===== src/hdl/bsv_regs.svh =====
// Register indices, field positions and reset values of the battery saver block.
// Assumes a 32-bit Avalon-MM slave; byte address is four times the index.
`ifndef BSV_REGS_SVH
`define BSV_REGS_SVH

// ==========================================================
// Register indices
`define BSV_IDX_CFG       6'h09
`define BSV_IDX_THR_ONE   6'h0a
`define BSV_IDX_THR_TWO   6'h0b
`define BSV_IDX_IRQ_STAT  6'h10
`define BSV_IDX_IRQ_MASK  6'h11
`define BSV_IDX_STATE     6'h12

// ==========================================================
// Reset values
`define BSV_RST_CFG       8'h00
`define BSV_RST_THR_ONE   8'h92
`define BSV_RST_THR_TWO   8'h8d
`define BSV_RST_IRQ       3'h0

// ==========================================================
// Field positions
`define BSV_CFG_EN_MSB    7
`define BSV_CFG_EN_LSB    6
`define BSV_CFG_UV_MSB    2
`define BSV_CFG_UV_LSB    0
`define BSV_IRQ_UV        0
`define BSV_IRQ_ONE       1
`define BSV_IRQ_TWO       2
`define BSV_IRQ_BITS      3

// ==========================================================
// Supply comparator bank: trip level k is 2.5 V + k * 0.1 V
`define BSV_UV_LEVELS     8
`define BSV_SUPPLY_BITS   8

`endif


===== src/hdl/bsv_pkg.sv =====
// Types shared by the battery saver block.
// Assumes nothing beyond a SystemVerilog compiler.
`default_nettype none

package bsv_pkg;

  typedef enum logic [1:0] {
    BSV_ST_STANDBY = 2'b00,
    BSV_ST_ACTIVE  = 2'b01
  } bsv_state_t;

  typedef enum logic [1:0] {
    BSV_CLAMP_NONE = 2'b00,
    BSV_CLAMP_ONE  = 2'b01,
    BSV_CLAMP_TWO  = 2'b10
  } bsv_clamp_t;

endpackage

`default_nettype wire


===== src/hdl/bsv_sync_if.sv =====
// Carrier between the core and its pin synchroniser.
// Assumes both ends sit on the same clock.
`timescale 1ns/1ps
`default_nettype none

interface bsv_sync_if #(
  parameter int W = 16
);
  logic [W-1:0] raw;
  logic [W-1:0] sync;

  modport src (output raw, input sync);
  modport snk (input raw, output sync);
endinterface

`default_nettype wire


===== src/hdl/bsv_sync.sv =====
// Two-flop synchroniser for a bundle of pin levels.
// Assumes each bit is a slowly moving level; buses are not made coherent.
`timescale 1ns/1ps
`default_nettype none

module bsv_sync #(
  parameter int W = 16
) (
  input wire logic sys_clk,
  input wire logic rst_b,
  bsv_sync_if.snk  port
);
  logic [W-1:0] meta_reg;
  logic [W-1:0] meta_next;
  logic [W-1:0] sync_reg;
  logic [W-1:0] sync_next;

  always_comb begin
    meta_next = port.raw;
    sync_next = meta_reg;
  end

  always_ff @(posedge sys_clk or negedge rst_b) begin
    if (!rst_b) begin
      meta_reg <= '0;
      sync_reg <= '0;
    end else begin
      meta_reg <= meta_next;
      sync_reg <= sync_next;
    end
  end

  assign port.sync = sync_reg;
endmodule

`default_nettype wire


===== src/hdl/bsv_core.sv =====
// Battery saver and undervoltage lockout: registers, clamp choice, lockout.
// Assumes effect_start/effect_end are one-cycle pulses on sys_clk and the
// overdrive limits come from registers on the same clock.
`include "bsv_regs.svh"
`timescale 1ns/1ps
`default_nettype none

module bsv_core (
  input  wire logic        sys_clk,
  input  wire logic        rst_b,
  input  wire logic [7:0]  avs_address,
  input  wire logic        avs_read,
  input  wire logic        avs_write,
  input  wire logic [31:0] avs_writedata,
  input  wire logic [3:0]  avs_byteenable,
  output var  logic [31:0] avs_readdata,
  output var  logic        avs_waitrequest,
  input  wire logic [7:0]  supply_level_in,
  input  wire logic [7:0]  uv_below_in,
  input  wire logic        effect_start,
  input  wire logic        effect_end,
  input  wire logic [7:0]  od_limit_one,
  input  wire logic [7:0]  od_limit_two,
  output var  logic        out_stage_en,
  output var  logic        standby,
  output var  logic [1:0]  od_clamp_sel,
  output var  logic [7:0]  od_clamp,
  output var  logic        effect_abort,
  output var  logic        irq
);
  localparam int SW = `BSV_SUPPLY_BITS;
  localparam int NL = `BSV_UV_LEVELS;
  localparam int IB = `BSV_IRQ_BITS;

  // ==========================================================
  // Pin synchroniser
  bsv_sync_if #(.W(SW + NL)) pins ();

  assign pins.raw = {supply_level_in, uv_below_in};

  bsv_sync #(.W(SW + NL)) u_sync (
    .sys_clk (sys_clk),
    .rst_b   (rst_b),
    .port    (pins)
  );

  logic [SW-1:0] supply_s;
  logic [NL-1:0] uv_s;
  assign supply_s = pins.sync[SW+NL-1:NL];
  assign uv_s     = pins.sync[NL-1:0];

  // ==========================================================
  // Bus slave: one wait cycle on every access
  logic        wait_reg;
  logic        wait_next;
  logic [31:0] rdata_reg;
  logic [31:0] rdata_next;
  logic [7:0]  cfg_reg;
  logic [7:0]  cfg_next;
  logic [7:0]  thr_one_reg;
  logic [7:0]  thr_one_next;
  logic [7:0]  thr_two_reg;
  logic [7:0]  thr_two_next;
  logic [IB-1:0] stat_reg;
  logic [IB-1:0] stat_next;
  logic [IB-1:0] mask_reg;
  logic [IB-1:0] mask_next;
  logic [IB-1:0] stat_set;
  logic        irq_reg;
  logic        irq_next;

  logic [5:0]  idx;
  logic        word_ok;
  logic        wr_go;
  logic        lane0;

  bsv_pkg::bsv_state_t state_reg;
  bsv_pkg::bsv_state_t state_next;
  bsv_pkg::bsv_clamp_t sel_reg;
  bsv_pkg::bsv_clamp_t sel_next;

  assign idx     = avs_address[7:2];
  assign word_ok = (avs_address[1:0] == 2'b00);
  // Write takes effect at the edge where the master sees waitrequest low
  assign wr_go   = avs_write && !wait_reg && word_ok;
  assign lane0   = avs_byteenable[0];

  always_comb begin
    wait_next    = !((avs_read || avs_write) && wait_reg);
    rdata_next   = rdata_reg;
    cfg_next     = cfg_reg;
    thr_one_next = thr_one_reg;
    thr_two_next = thr_two_reg;
    mask_next    = mask_reg;
    if (avs_read && wait_reg) begin
      rdata_next = 32'h0000_0000;
      if (word_ok) begin
        case (idx)
          `BSV_IDX_CFG:      rdata_next[7:0] = cfg_reg;
          `BSV_IDX_THR_ONE:  rdata_next[7:0] = thr_one_reg;
          `BSV_IDX_THR_TWO:  rdata_next[7:0] = thr_two_reg;
          `BSV_IDX_IRQ_STAT: rdata_next[IB-1:0] = stat_reg;
          `BSV_IDX_IRQ_MASK: rdata_next[IB-1:0] = mask_reg;
          `BSV_IDX_STATE:    rdata_next[4:0] = {uv_s[cfg_reg[`BSV_CFG_UV_MSB:`BSV_CFG_UV_LSB]],
                                                 state_reg == bsv_pkg::BSV_ST_ACTIVE,
                                                 out_stage_en, sel_reg};
          default:           rdata_next = 32'h0000_0000;
        endcase
      end
    end
    if (wr_go && lane0) begin
      case (idx)
        `BSV_IDX_CFG:      cfg_next = avs_writedata[7:0];
        `BSV_IDX_THR_ONE:  thr_one_next = avs_writedata[7:0];
        `BSV_IDX_THR_TWO:  thr_two_next = avs_writedata[7:0];
        `BSV_IDX_IRQ_MASK: mask_next = avs_writedata[IB-1:0];
        default:           mask_next = mask_reg;
      endcase
    end
  end

  always_ff @(posedge sys_clk or negedge rst_b) begin
    if (!rst_b) begin
      wait_reg    <= 1'b1;
      rdata_reg   <= 32'h0000_0000;
      cfg_reg     <= `BSV_RST_CFG;
      thr_one_reg <= `BSV_RST_THR_ONE;
      thr_two_reg <= `BSV_RST_THR_TWO;
      mask_reg    <= `BSV_RST_IRQ;
    end else begin
      wait_reg    <= wait_next;
      rdata_reg   <= rdata_next;
      cfg_reg     <= cfg_next;
      thr_one_reg <= thr_one_next;
      thr_two_reg <= thr_two_next;
      mask_reg    <= mask_next;
    end
  end

  // ==========================================================
  // Field decode
  logic [1:0] lvl_en;
  logic [2:0] uv_code;
  logic       en_one;
  logic       en_two;
  logic       uv_below;

  assign lvl_en   = cfg_reg[`BSV_CFG_EN_MSB:`BSV_CFG_EN_LSB];
  assign uv_code  = cfg_reg[`BSV_CFG_UV_MSB:`BSV_CFG_UV_LSB];
  assign en_one   = (lvl_en != 2'b00);
  assign en_two   = lvl_en[1];
  assign uv_below = uv_s[uv_code];

  // ==========================================================
  // Effect state, clamp choice and lockout
  logic [7:0] clamp_reg;
  logic [7:0] clamp_next;
  logic       stage_reg;
  logic       stage_next;
  logic       abort_reg;
  logic       abort_next;
  // Own flop so the standby pin is not a decode of the state bits
  logic       standby_reg;
  logic       standby_next;

  always_comb begin
    state_next = state_reg;
    sel_next   = sel_reg;
    clamp_next = clamp_reg;
    stage_next = stage_reg;
    abort_next = 1'b0;
    stat_set   = '0;
    case (state_reg)
      bsv_pkg::BSV_ST_STANDBY: begin
        if (effect_start && uv_below) begin
          stat_set[`BSV_IRQ_UV] = 1'b1;
        end else if (effect_start) begin
          state_next = bsv_pkg::BSV_ST_ACTIVE;
          stage_next = 1'b1;
          // Supply is looked at only here, then held for the effect
          if (en_two && supply_s < thr_two_reg) begin
            sel_next   = bsv_pkg::BSV_CLAMP_TWO;
            clamp_next = od_limit_two;
            stat_set[`BSV_IRQ_TWO] = 1'b1;
          end else if (en_one && supply_s < thr_one_reg) begin
            sel_next   = bsv_pkg::BSV_CLAMP_ONE;
            clamp_next = od_limit_one;
            stat_set[`BSV_IRQ_ONE] = 1'b1;
          end else begin
            sel_next   = bsv_pkg::BSV_CLAMP_NONE;
            clamp_next = 8'h00;
          end
        end
      end
      bsv_pkg::BSV_ST_ACTIVE: begin
        if (uv_below || effect_end) begin
          state_next = bsv_pkg::BSV_ST_STANDBY;
          stage_next = 1'b0;
          sel_next   = bsv_pkg::BSV_CLAMP_NONE;
          clamp_next = 8'h00;
          abort_next = uv_below;
          stat_set[`BSV_IRQ_UV] = uv_below;
        end
      end
      default: begin
        state_next = bsv_pkg::BSV_ST_STANDBY;
        stage_next = 1'b0;
      end
    endcase
    standby_next = (state_next == bsv_pkg::BSV_ST_STANDBY);
  end

  // Set beats a same-cycle write-one clear
  always_comb begin
    stat_next = stat_reg;
    if (wr_go && lane0 && idx == `BSV_IDX_IRQ_STAT) begin
      stat_next = stat_reg & ~avs_writedata[IB-1:0];
    end
    stat_next = stat_next | stat_set;
    irq_next  = |(stat_next & mask_next);
  end

  always_ff @(posedge sys_clk or negedge rst_b) begin
    if (!rst_b) begin
      state_reg <= bsv_pkg::BSV_ST_STANDBY;
      sel_reg   <= bsv_pkg::BSV_CLAMP_NONE;
      clamp_reg <= 8'h00;
      stage_reg <= 1'b0;
      abort_reg <= 1'b0;
      standby_reg <= 1'b1;
      stat_reg  <= `BSV_RST_IRQ;
      irq_reg   <= 1'b0;
    end else begin
      state_reg <= state_next;
      sel_reg   <= sel_next;
      clamp_reg <= clamp_next;
      stage_reg <= stage_next;
      abort_reg <= abort_next;
      standby_reg <= standby_next;
      stat_reg  <= stat_next;
      irq_reg   <= irq_next;
    end
  end

  assign avs_readdata    = rdata_reg;
  assign avs_waitrequest = wait_reg;
  assign out_stage_en    = stage_reg;
  assign standby         = standby_reg;
  assign od_clamp_sel    = sel_reg;
  assign od_clamp        = clamp_reg;
  assign effect_abort    = abort_reg;
  assign irq             = irq_reg;

  // ==========================================================
  // Checks
  logic start_ok;
  assign start_ok = effect_start && !uv_below && state_reg == bsv_pkg::BSV_ST_STANDBY;

  a_lvl_off_none: assert property (@(posedge sys_clk) disable iff (!rst_b)
    start_ok && lvl_en == 2'b00 |=> sel_reg == bsv_pkg::BSV_CLAMP_NONE)
    else $error("clamp chosen with saver disabled");

  a_uv_code_hold: assert property (@(posedge sys_clk) disable iff (!rst_b)
    state_reg == bsv_pkg::BSV_ST_ACTIVE && !uv_s[uv_code] && !effect_end
    |=> state_reg == bsv_pkg::BSV_ST_ACTIVE)
    else $error("lockout without selected trip level");

  a_uv_stage_off: assert property (@(posedge sys_clk) disable iff (!rst_b)
    state_reg == bsv_pkg::BSV_ST_ACTIVE && uv_below
    |=> !out_stage_en && standby && effect_abort ##1 !effect_abort)
    else $error("output stage not cut on undervoltage");

  a_lvl_one_pick: assert property (@(posedge sys_clk) disable iff (!rst_b)
    start_ok && lvl_en == 2'b01 && supply_s < thr_one_reg
    |=> sel_reg == bsv_pkg::BSV_CLAMP_ONE && od_clamp == $past(od_limit_one))
    else $error("limit one not applied");

  a_lvl_two_pick: assert property (@(posedge sys_clk) disable iff (!rst_b)
    start_ok && lvl_en == 2'b10 && supply_s < thr_two_reg
    |=> sel_reg == bsv_pkg::BSV_CLAMP_TWO && od_clamp == $past(od_limit_two))
    else $error("limit two not applied");

  a_clamp_held: assert property (@(posedge sys_clk) disable iff (!rst_b)
    state_reg == bsv_pkg::BSV_ST_ACTIVE && !uv_below && !effect_end
    |=> $stable(od_clamp_sel) && $stable(od_clamp))
    else $error("clamp changed during effect");

  a_two_wins: assert property (@(posedge sys_clk) disable iff (!rst_b)
    start_ok && en_two && supply_s < thr_one_reg && supply_s < thr_two_reg
    |=> sel_reg == bsv_pkg::BSV_CLAMP_TWO)
    else $error("limit one won over limit two");

  a_en3_as_two: assert property (@(posedge sys_clk) disable iff (!rst_b)
    start_ok && lvl_en == 2'b11 && supply_s < thr_two_reg
    |=> sel_reg == bsv_pkg::BSV_CLAMP_TWO)
    else $error("enable code 3 not treated as 2");

  a_cfg_keeps_rsv: assert property (@(posedge sys_clk) disable iff (!rst_b)
    wr_go && lane0 && idx == `BSV_IDX_CFG |=> cfg_reg == $past(avs_writedata[7:0]))
    else $error("config write not kept whole");

  a_bus_one_wait: assert property (@(posedge sys_clk) disable iff (!rst_b)
    (avs_read || avs_write) && avs_waitrequest |=> !avs_waitrequest)
    else $error("bus answer late");

  a_irq_level: assert property (@(posedge sys_clk) disable iff (!rst_b)
    |(stat_set & mask_reg) && !(wr_go && lane0 && idx == `BSV_IDX_IRQ_MASK)
    |=> irq && (stat_reg & mask_reg) != '0)
    else $error("interrupt not raised by unmasked event");

  c_lvl_one: cover property (@(posedge sys_clk) disable iff (!rst_b)
    start_ok ##1 sel_reg == bsv_pkg::BSV_CLAMP_ONE);
  c_lvl_two: cover property (@(posedge sys_clk) disable iff (!rst_b)
    start_ok ##1 sel_reg == bsv_pkg::BSV_CLAMP_TWO);
  c_uv_abort: cover property (@(posedge sys_clk) disable iff (!rst_b) effect_abort);
  c_irq_up: cover property (@(posedge sys_clk) disable iff (!rst_b) $rose(irq));
endmodule

`default_nettype wire


===== config.mk =====
export PLATFORM = sky130hd
export DESIGN_NAME = bsv_core
export DESIGN_NICKNAME = d
export VERILOG_FILES = /design/src/hdl/bsv_pkg.sv /design/src/hdl/bsv_sync_if.sv /design/src/hdl/bsv_sync.sv /design/src/hdl/bsv_core.sv
export VERILOG_INCLUDE_DIRS = /design/src /design/src/hdl
export SDC_FILE = /design/constraint.sdc
export NUM_CORES = 1
export LEC_CHECK = 0
export BUFFER_PORTS_ARGS = -buffer_cell sky130_fd_sc_hd__buf_4
export CORE_MARGIN = 2
export CORE_UTILIZATION = 45
export CTS_CLUSTER_DIAMETER = 80
export CTS_CLUSTER_SIZE = 16
export DETAILED_ROUTE_END_ITERATION = 12
export PLACE_DENSITY = 0.75
export REMOVE_ABC_BUFFERS = 1
export SYNTH_ARGS = -nofsm -noshare
export SYNTH_HDL_FRONTEND = slang
export SYNTH_HIERARCHICAL = 1
export SYNTH_SLANG_ARGS = --single-unit

===== constraint.sdc =====
create_clock -name sys_clk -period 2.2 [get_ports sys_clk]
set_input_delay 0.11 -clock sys_clk [delete_from_list [all_inputs] [get_ports sys_clk]]
set_output_delay 0.11 -clock sys_clk [all_outputs]
set_load 0.005 [all_outputs]

**Word-level counts from Yosys, hierarchy flattened**

Index checks and enable logic that the tools add are counted.

- Register bits: 111
- Bits of input ports: 82
- Output and inout bits: 47
- Logic and storage cells: 96

- Order comparisons: 3
- Equality and inequality tests: 10
- Mux-type cells: 39
- Bitwise logic cells: 4
- Reduce and logical (&&, ||, !) cells: 24

Operators with widths:

| operator | number |
|---|---|
| $mux 8 | 6 |
| $mux 2 | 10 |
| $eq 6x4->1 const B | 3 |
| $eq 6x5->1 const B | 3 |
| $pmux 3 s6 | 1 |
| $lt 8x8->1 | 2 |
| $pmux 8 s2 | 1 |
| $mux 1 | 11 |
| $logic_and 1x1->1 | 9 |
| $mux 3 | 3 |
| $pmux 3 s3 | 1 |
| $pmux 2 s2 | 2 |
| $pmux 2 s4 | 1 |
| $and 3x3->3 | 2 |
| $logic_not 2->1 | 3 |
| $reduce_and 2->1 | 3 |
| $lt 3x4->1 const B | 1 |
| $ne 2x2->1 const B | 2 |
| $pmux 1 s2 | 2 |
| $reduce_and 4->1 | 1 |
| $reduce_bool 2->1 | 2 |
| $bmux 1 s3 | 1 |
| $not 3->3 | 1 |
| $or 3x3->3 | 1 |
| other kinds (6) | 8 |

**Logic depth before layout (Yosys ltp)**

- Depth in word-level cells: 10
- Depth in mapped cells: 8
- Depth with buffers taken out: 7

**Cells and area by module**

Netlist, hierarchy kept.

Modules (own cells, without submodules):

| module | times used | cells each | area an instance (µm²) | sequential area each (µm²) |
|---|---|---|---|---|
| bsv_core | 1 | 312 | 3190.6 | 1387.6 |
| bsv_sync | 1 | 32 | 800.8 | 800.8 |

**Worst setup path after synthesis**

No wires, ideal clock.

- Path type: register -> register
- Start point: reg thr_two_reg[2]
- End point: reg irq_reg, in the netlist irq
- Library setup time: 0.086 ns
- Data arrival time: 2.007 ns
- Data required time: 2.114 ns
- Path slack: 0.108 ns
- Cell stages (with the launch flop): 9
- Period minus slack after synthesis: 2.092 ns
- Path through: dfstp_2 > inv_1 > ha_1 > a211o_1 > a31oi_1 > o311a_1 > clkbuf_1 > a22oi_1 > o221ai_2

- Word-level cells in the longest chain between the ends: 9
- Elaborated cells on any way between the ends: 10

Ends and longest elaborated chain:

| what | line | RTL |
|---|---|---|
| start, declared | bsv_core.sv:62 | `logic [7:0] thr_two_reg;` |
| start signal, assigned | bsv_core.sv:128 | `` thr_two_reg <= `BSV_RST_THR_TWO; `` |
| start signal, assigned | bsv_core.sv:135 | `thr_two_reg <= thr_two_next;` |
| $lt 8x8->1 * | bsv_core.sv:181 | `if (en_two && supply_s < thr_two_reg) begin` |
| $logic_and 1x1->1 * | bsv_core.sv:181 |  |
| $mux 1 | bsv_core.sv:181 |  |
| $mux 2 * | bsv_core.sv:177 | `end else if (effect_start) begin` |
| $mux 2 * | bsv_core.sv:175 | `if (effect_start && uv_below) begin` |
| $mux 2 * | bsv_core.sv:173 | `case (state_reg)` |
| $or 3x3->3 * | bsv_core.sv:219 | `stat_next = stat_next \| stat_set;` |
| $and 3x3->3 * | bsv_core.sv:220 | `irq_next = \|(stat_next & mask_next);` |
| $reduce_or 3->1 * | bsv_core.sv:220 |  |
| via irq_next | bsv_core.sv:70 | `logic irq_next;` |
| end signal, assigned | bsv_core.sv:241 | `irq_reg <= irq_next;` |
| end, declared | bsv_core.sv:69 | `logic irq_reg;` |

Mark *: on every way through the listed nets, which the timed path passes. The rest lies on a longest branch.
A chain may end at the register's enable or synchronous reset.

**Final worst setup path**

- Start point: reg cfg_reg[0]
- End point: reg clamp_reg[4], in the netlist od_clamp[4]

- Word-level cells in the longest chain between the ends: 5
- Elaborated cells on any way between the ends: 7

Ends and longest elaborated chain:

| what | line | RTL |
|---|---|---|
| start, declared | bsv_core.sv:58 | `logic [7:0] cfg_reg;` |
| start signal, assigned | bsv_core.sv:126 | `` cfg_reg <= `BSV_RST_CFG; `` |
| start signal, assigned | bsv_core.sv:133 | `cfg_reg <= cfg_next;` |
| $bmux 1 s3 * | bsv_core.sv:152 | `assign uv_below = uv_s[uv_code];` |
| $mux 1 (implied by the code) * | bsv_core.sv:152 |  |
| $logic_and 1x1->1 or $logic_or 1x1->1 (tied branches) | bsv_core.sv:175, bsv_core.sv:196 |  |
| $ne 2x2->1 (no line) or $ne 2x1->1 (tied branches) | -- |  |
| $reduce_and 4->1 (no line) * | -- |  |
| end signal, assigned | bsv_core.sv:236 | `clamp_reg <= clamp_next;` |
| end, declared | bsv_core.sv:156 | `logic [7:0] clamp_reg;` |

Mark *: on every way between the ends. The rest lies on a longest branch, timed or not. The select of a mux whose other input is x is not followed.

==> qor.txt <==
status: finished, final reports clean
clock slew at reported path FFs: 0.09 ns
Yosys top cell area share: 48.9%
R2R Setup Slk: 0.06 ns
Sink Count: 87
commonest non-fill, non-tap cells in the layout: buf_4, dfrtp_1, nand3_1
Routed wire per std cell: 15.0 µm
commonest non-fill, non-tap cell in the layout: buf_4
GPL Wtd Cong: 0.849
top cells by area, synth: dfrtp_1, dfstp_2, mux2_2
Tmin final: 2.14 ns
first-pass GRT wire length: 14.3 mm
via-per-instance ratio: 5.21
number of global-route vias before repair: 2976
Final Hold Viols: 0
Max Root-Sink Buffers: 2
area of the multi-input gates: 0.00159 mm²
Slew Limit Fails: 0
Setup WS pre-CTS: 0.137 ns
register area: 0.00219 mm²
drt drc: 0
post-placement cell count: 534
Starting Density: 46.0%
Placed Area: 0.00469 mm²
post-CTS setup buffer count: 0
leak pwr: 2.56 nW
critical path data arrival time: 2.42 ns
worst hold path endpoint: od_clamp[3]
Synth area leader: dfrtp_1
total power draw: 0.00346 W
GRT Residual Overflow: 0
VDD IR max: 0.405 mV
TritonRoute pass-1 iters: 4
initial antenna violation count: 0
final wirelength: 8.68 mm
Setup CP Type: flop to flop
HP Start: od_limit_two[3]
worst hold stages: 3
Slew HR: 61.9%
CTS tree: yes
H-tree depth: 3
fin worst setup slack: 0.0628 ns
synthesized flop and latch total: 87
initial DRC count: 191
CP Capture Type: flop
Hold Crit Class: input pin to flop
proportion of layout cells with a drive suffix above 1: 31.4%
Die W: 98.2 µm
syn avg cell area: 11.6 µm²
Fill cells: 734
critical path startpoint category: flop
synth-to-layout area growth: 31.5%
final hold slack: 0.00725 ns
antenna-violating nets left: 0
Setup Skew: 0.0159 ns
CTS root buf: clkbuf_8
critical path fanouts, max: 10
TritonCTS buffer count: 9
CP Data Required Time: 2.49 ns
Die Y: 98.2 µm
IO Pins: 129
post-cts resize count: 0
Die Area: 0.00964 mm²
Std-Cell Rows: 34
Final Cycle Share: 97.1%
nets: 562
number of flops mapped to enable cells by yosys: 0
Yosys cell types: 56
max-cap violations: 0
final instance area: 0.00525 mm²
GRT Util Overall: 18.5%
Power Density: 659 mW/mm²
Syn Std Cell Area: 0.00399 mm²
R2R Path Start: cfg_reg[0]
Final setup viols: 0
R2R Path End: od_clamp[4]
Register-to-Register Path Depth: 5
FMAX: 0.468 GHz
Final Non-Filler Cells: 579
Worst-Skew Late Latency: 0.35 ns
diodes inserted: 0
Seq/Total Area, Yosys: 54.8%
Port Buffers: 77
hpwl dp: 6.20 mm
Post-Syn Instances: 344
Ys Warns: 6
RSZ-0062 raised after global routing: true
Via Count: 3018
actual slew at the worst max-slew pin: 0.570 ns
async set or reset register ratio after synthesis: 100%
predominant post-synthesis flop cell: dfrtp_1
largest net degree at the start of global routing: 56
Placeable Area: 0.00868 mm²
-- what timing repair did --
item,CTS,global route
endpoints found under the hold margin,56,0
hold buffers,29,0
endpoints found under the setup margin,0,1
-- how the worst max path moves through the flow --
stage                  end            from
2_1_floorplan          irq  thr_one_reg[7]
3_3_place_gp   od_clamp[0]      cfg_reg[0]
3_5_place_dp   od_clamp[0]  thr_two_reg[7]
4_1_cts        od_clamp[4]      cfg_reg[0]
5_1_grt                irq      cfg_reg[0]
6_report       od_clamp[4]      cfg_reg[0]
-- layout make-up --
cell class | count | share of cell area (%)
sequential | 87 | 41.7
multi-input combinational | 228 | 30.3
timing repair buffer | 119 | 18.9
clock inverter | 7 | 2.72
tap | 108 | 2.57
clock buffer | 9 | 2.36
inverter | 21 | 1.50
-- critical path, stage by stage, from the launching register on --
cell and delay, ns:
dfrtp_1 0.48, mux4_1 0.64, mux2_4 0.32, o21bai_2 0.41, nand3_1 0.14, nand3_1 0.09
-- stage by stage --
| stage | setup TNS [ns] | util [%] |
|---|---|---|
| global placement | 0 | 54.1 |
| finish | 0 | 60.5 |
| floorplan | 0 | - |
| detailed placement | 0 | 54.1 |
| global route | -0.00140 | 60.5 |
| CTS | 0 | 60.5 |
-- Yosys cell counts, drive strengths merged, types with 2 or more instances --
cell type,instances
a211oi,2
nor4b,3
a21oi,8
mux2,19
nand2,18
mux2i,11
nor3,2
a31oi,2
nand4,10
nand2b,2
inv,20
o221ai,2
o21ai,18
buf,31
or4b,2
mux4,2
ha,14
o22ai,2
dfrtp,78
a2bb2oi,2
nor2b,2
nand3,38
dfstp,9
a22o,6
a21boi,2
a22oi,3
nor2,18
-- metal layers --
layer | wire (µm) | up-vias | GRT usage [%]
met3 | 443 | 19 | 2.72
met5 | 0 | - | 0
met2 | 4170 | 118 | 29.4
met4 | 212 | 0 | 8.54
met1 | 3860 | 1452 | 25.4
li1 | - | 1429 | -
-- kinds of logic (layout without fill, tap and decap cells) --
family                   Yosys count  in the layout  synth area share, %
AO/OA/AOI/OAI                     57             57                 10.2
adder cells (fa/ha/maj)           14             14                 4.39
buffers and inverters             53            156                 7.59
flip-flops                        87             87                 54.8
multiplexers                      32             32                 9.44
other                              1             25               0.0940
AND/OR/NAND/NOR                  100            100                 13.5
-- power by group --
part	total [W]	switching, W	internal [W]	leakage, nW
logic	0.000339	0.000164	0.000175	1.34
registers	0.00168	0.0000271	0.00165	1.08
clock network	0.00144	0.000568	0.000873	0.134
total	0.00346	0.000760	0.00270	2.56
Power figures use the tool's default switching activity.
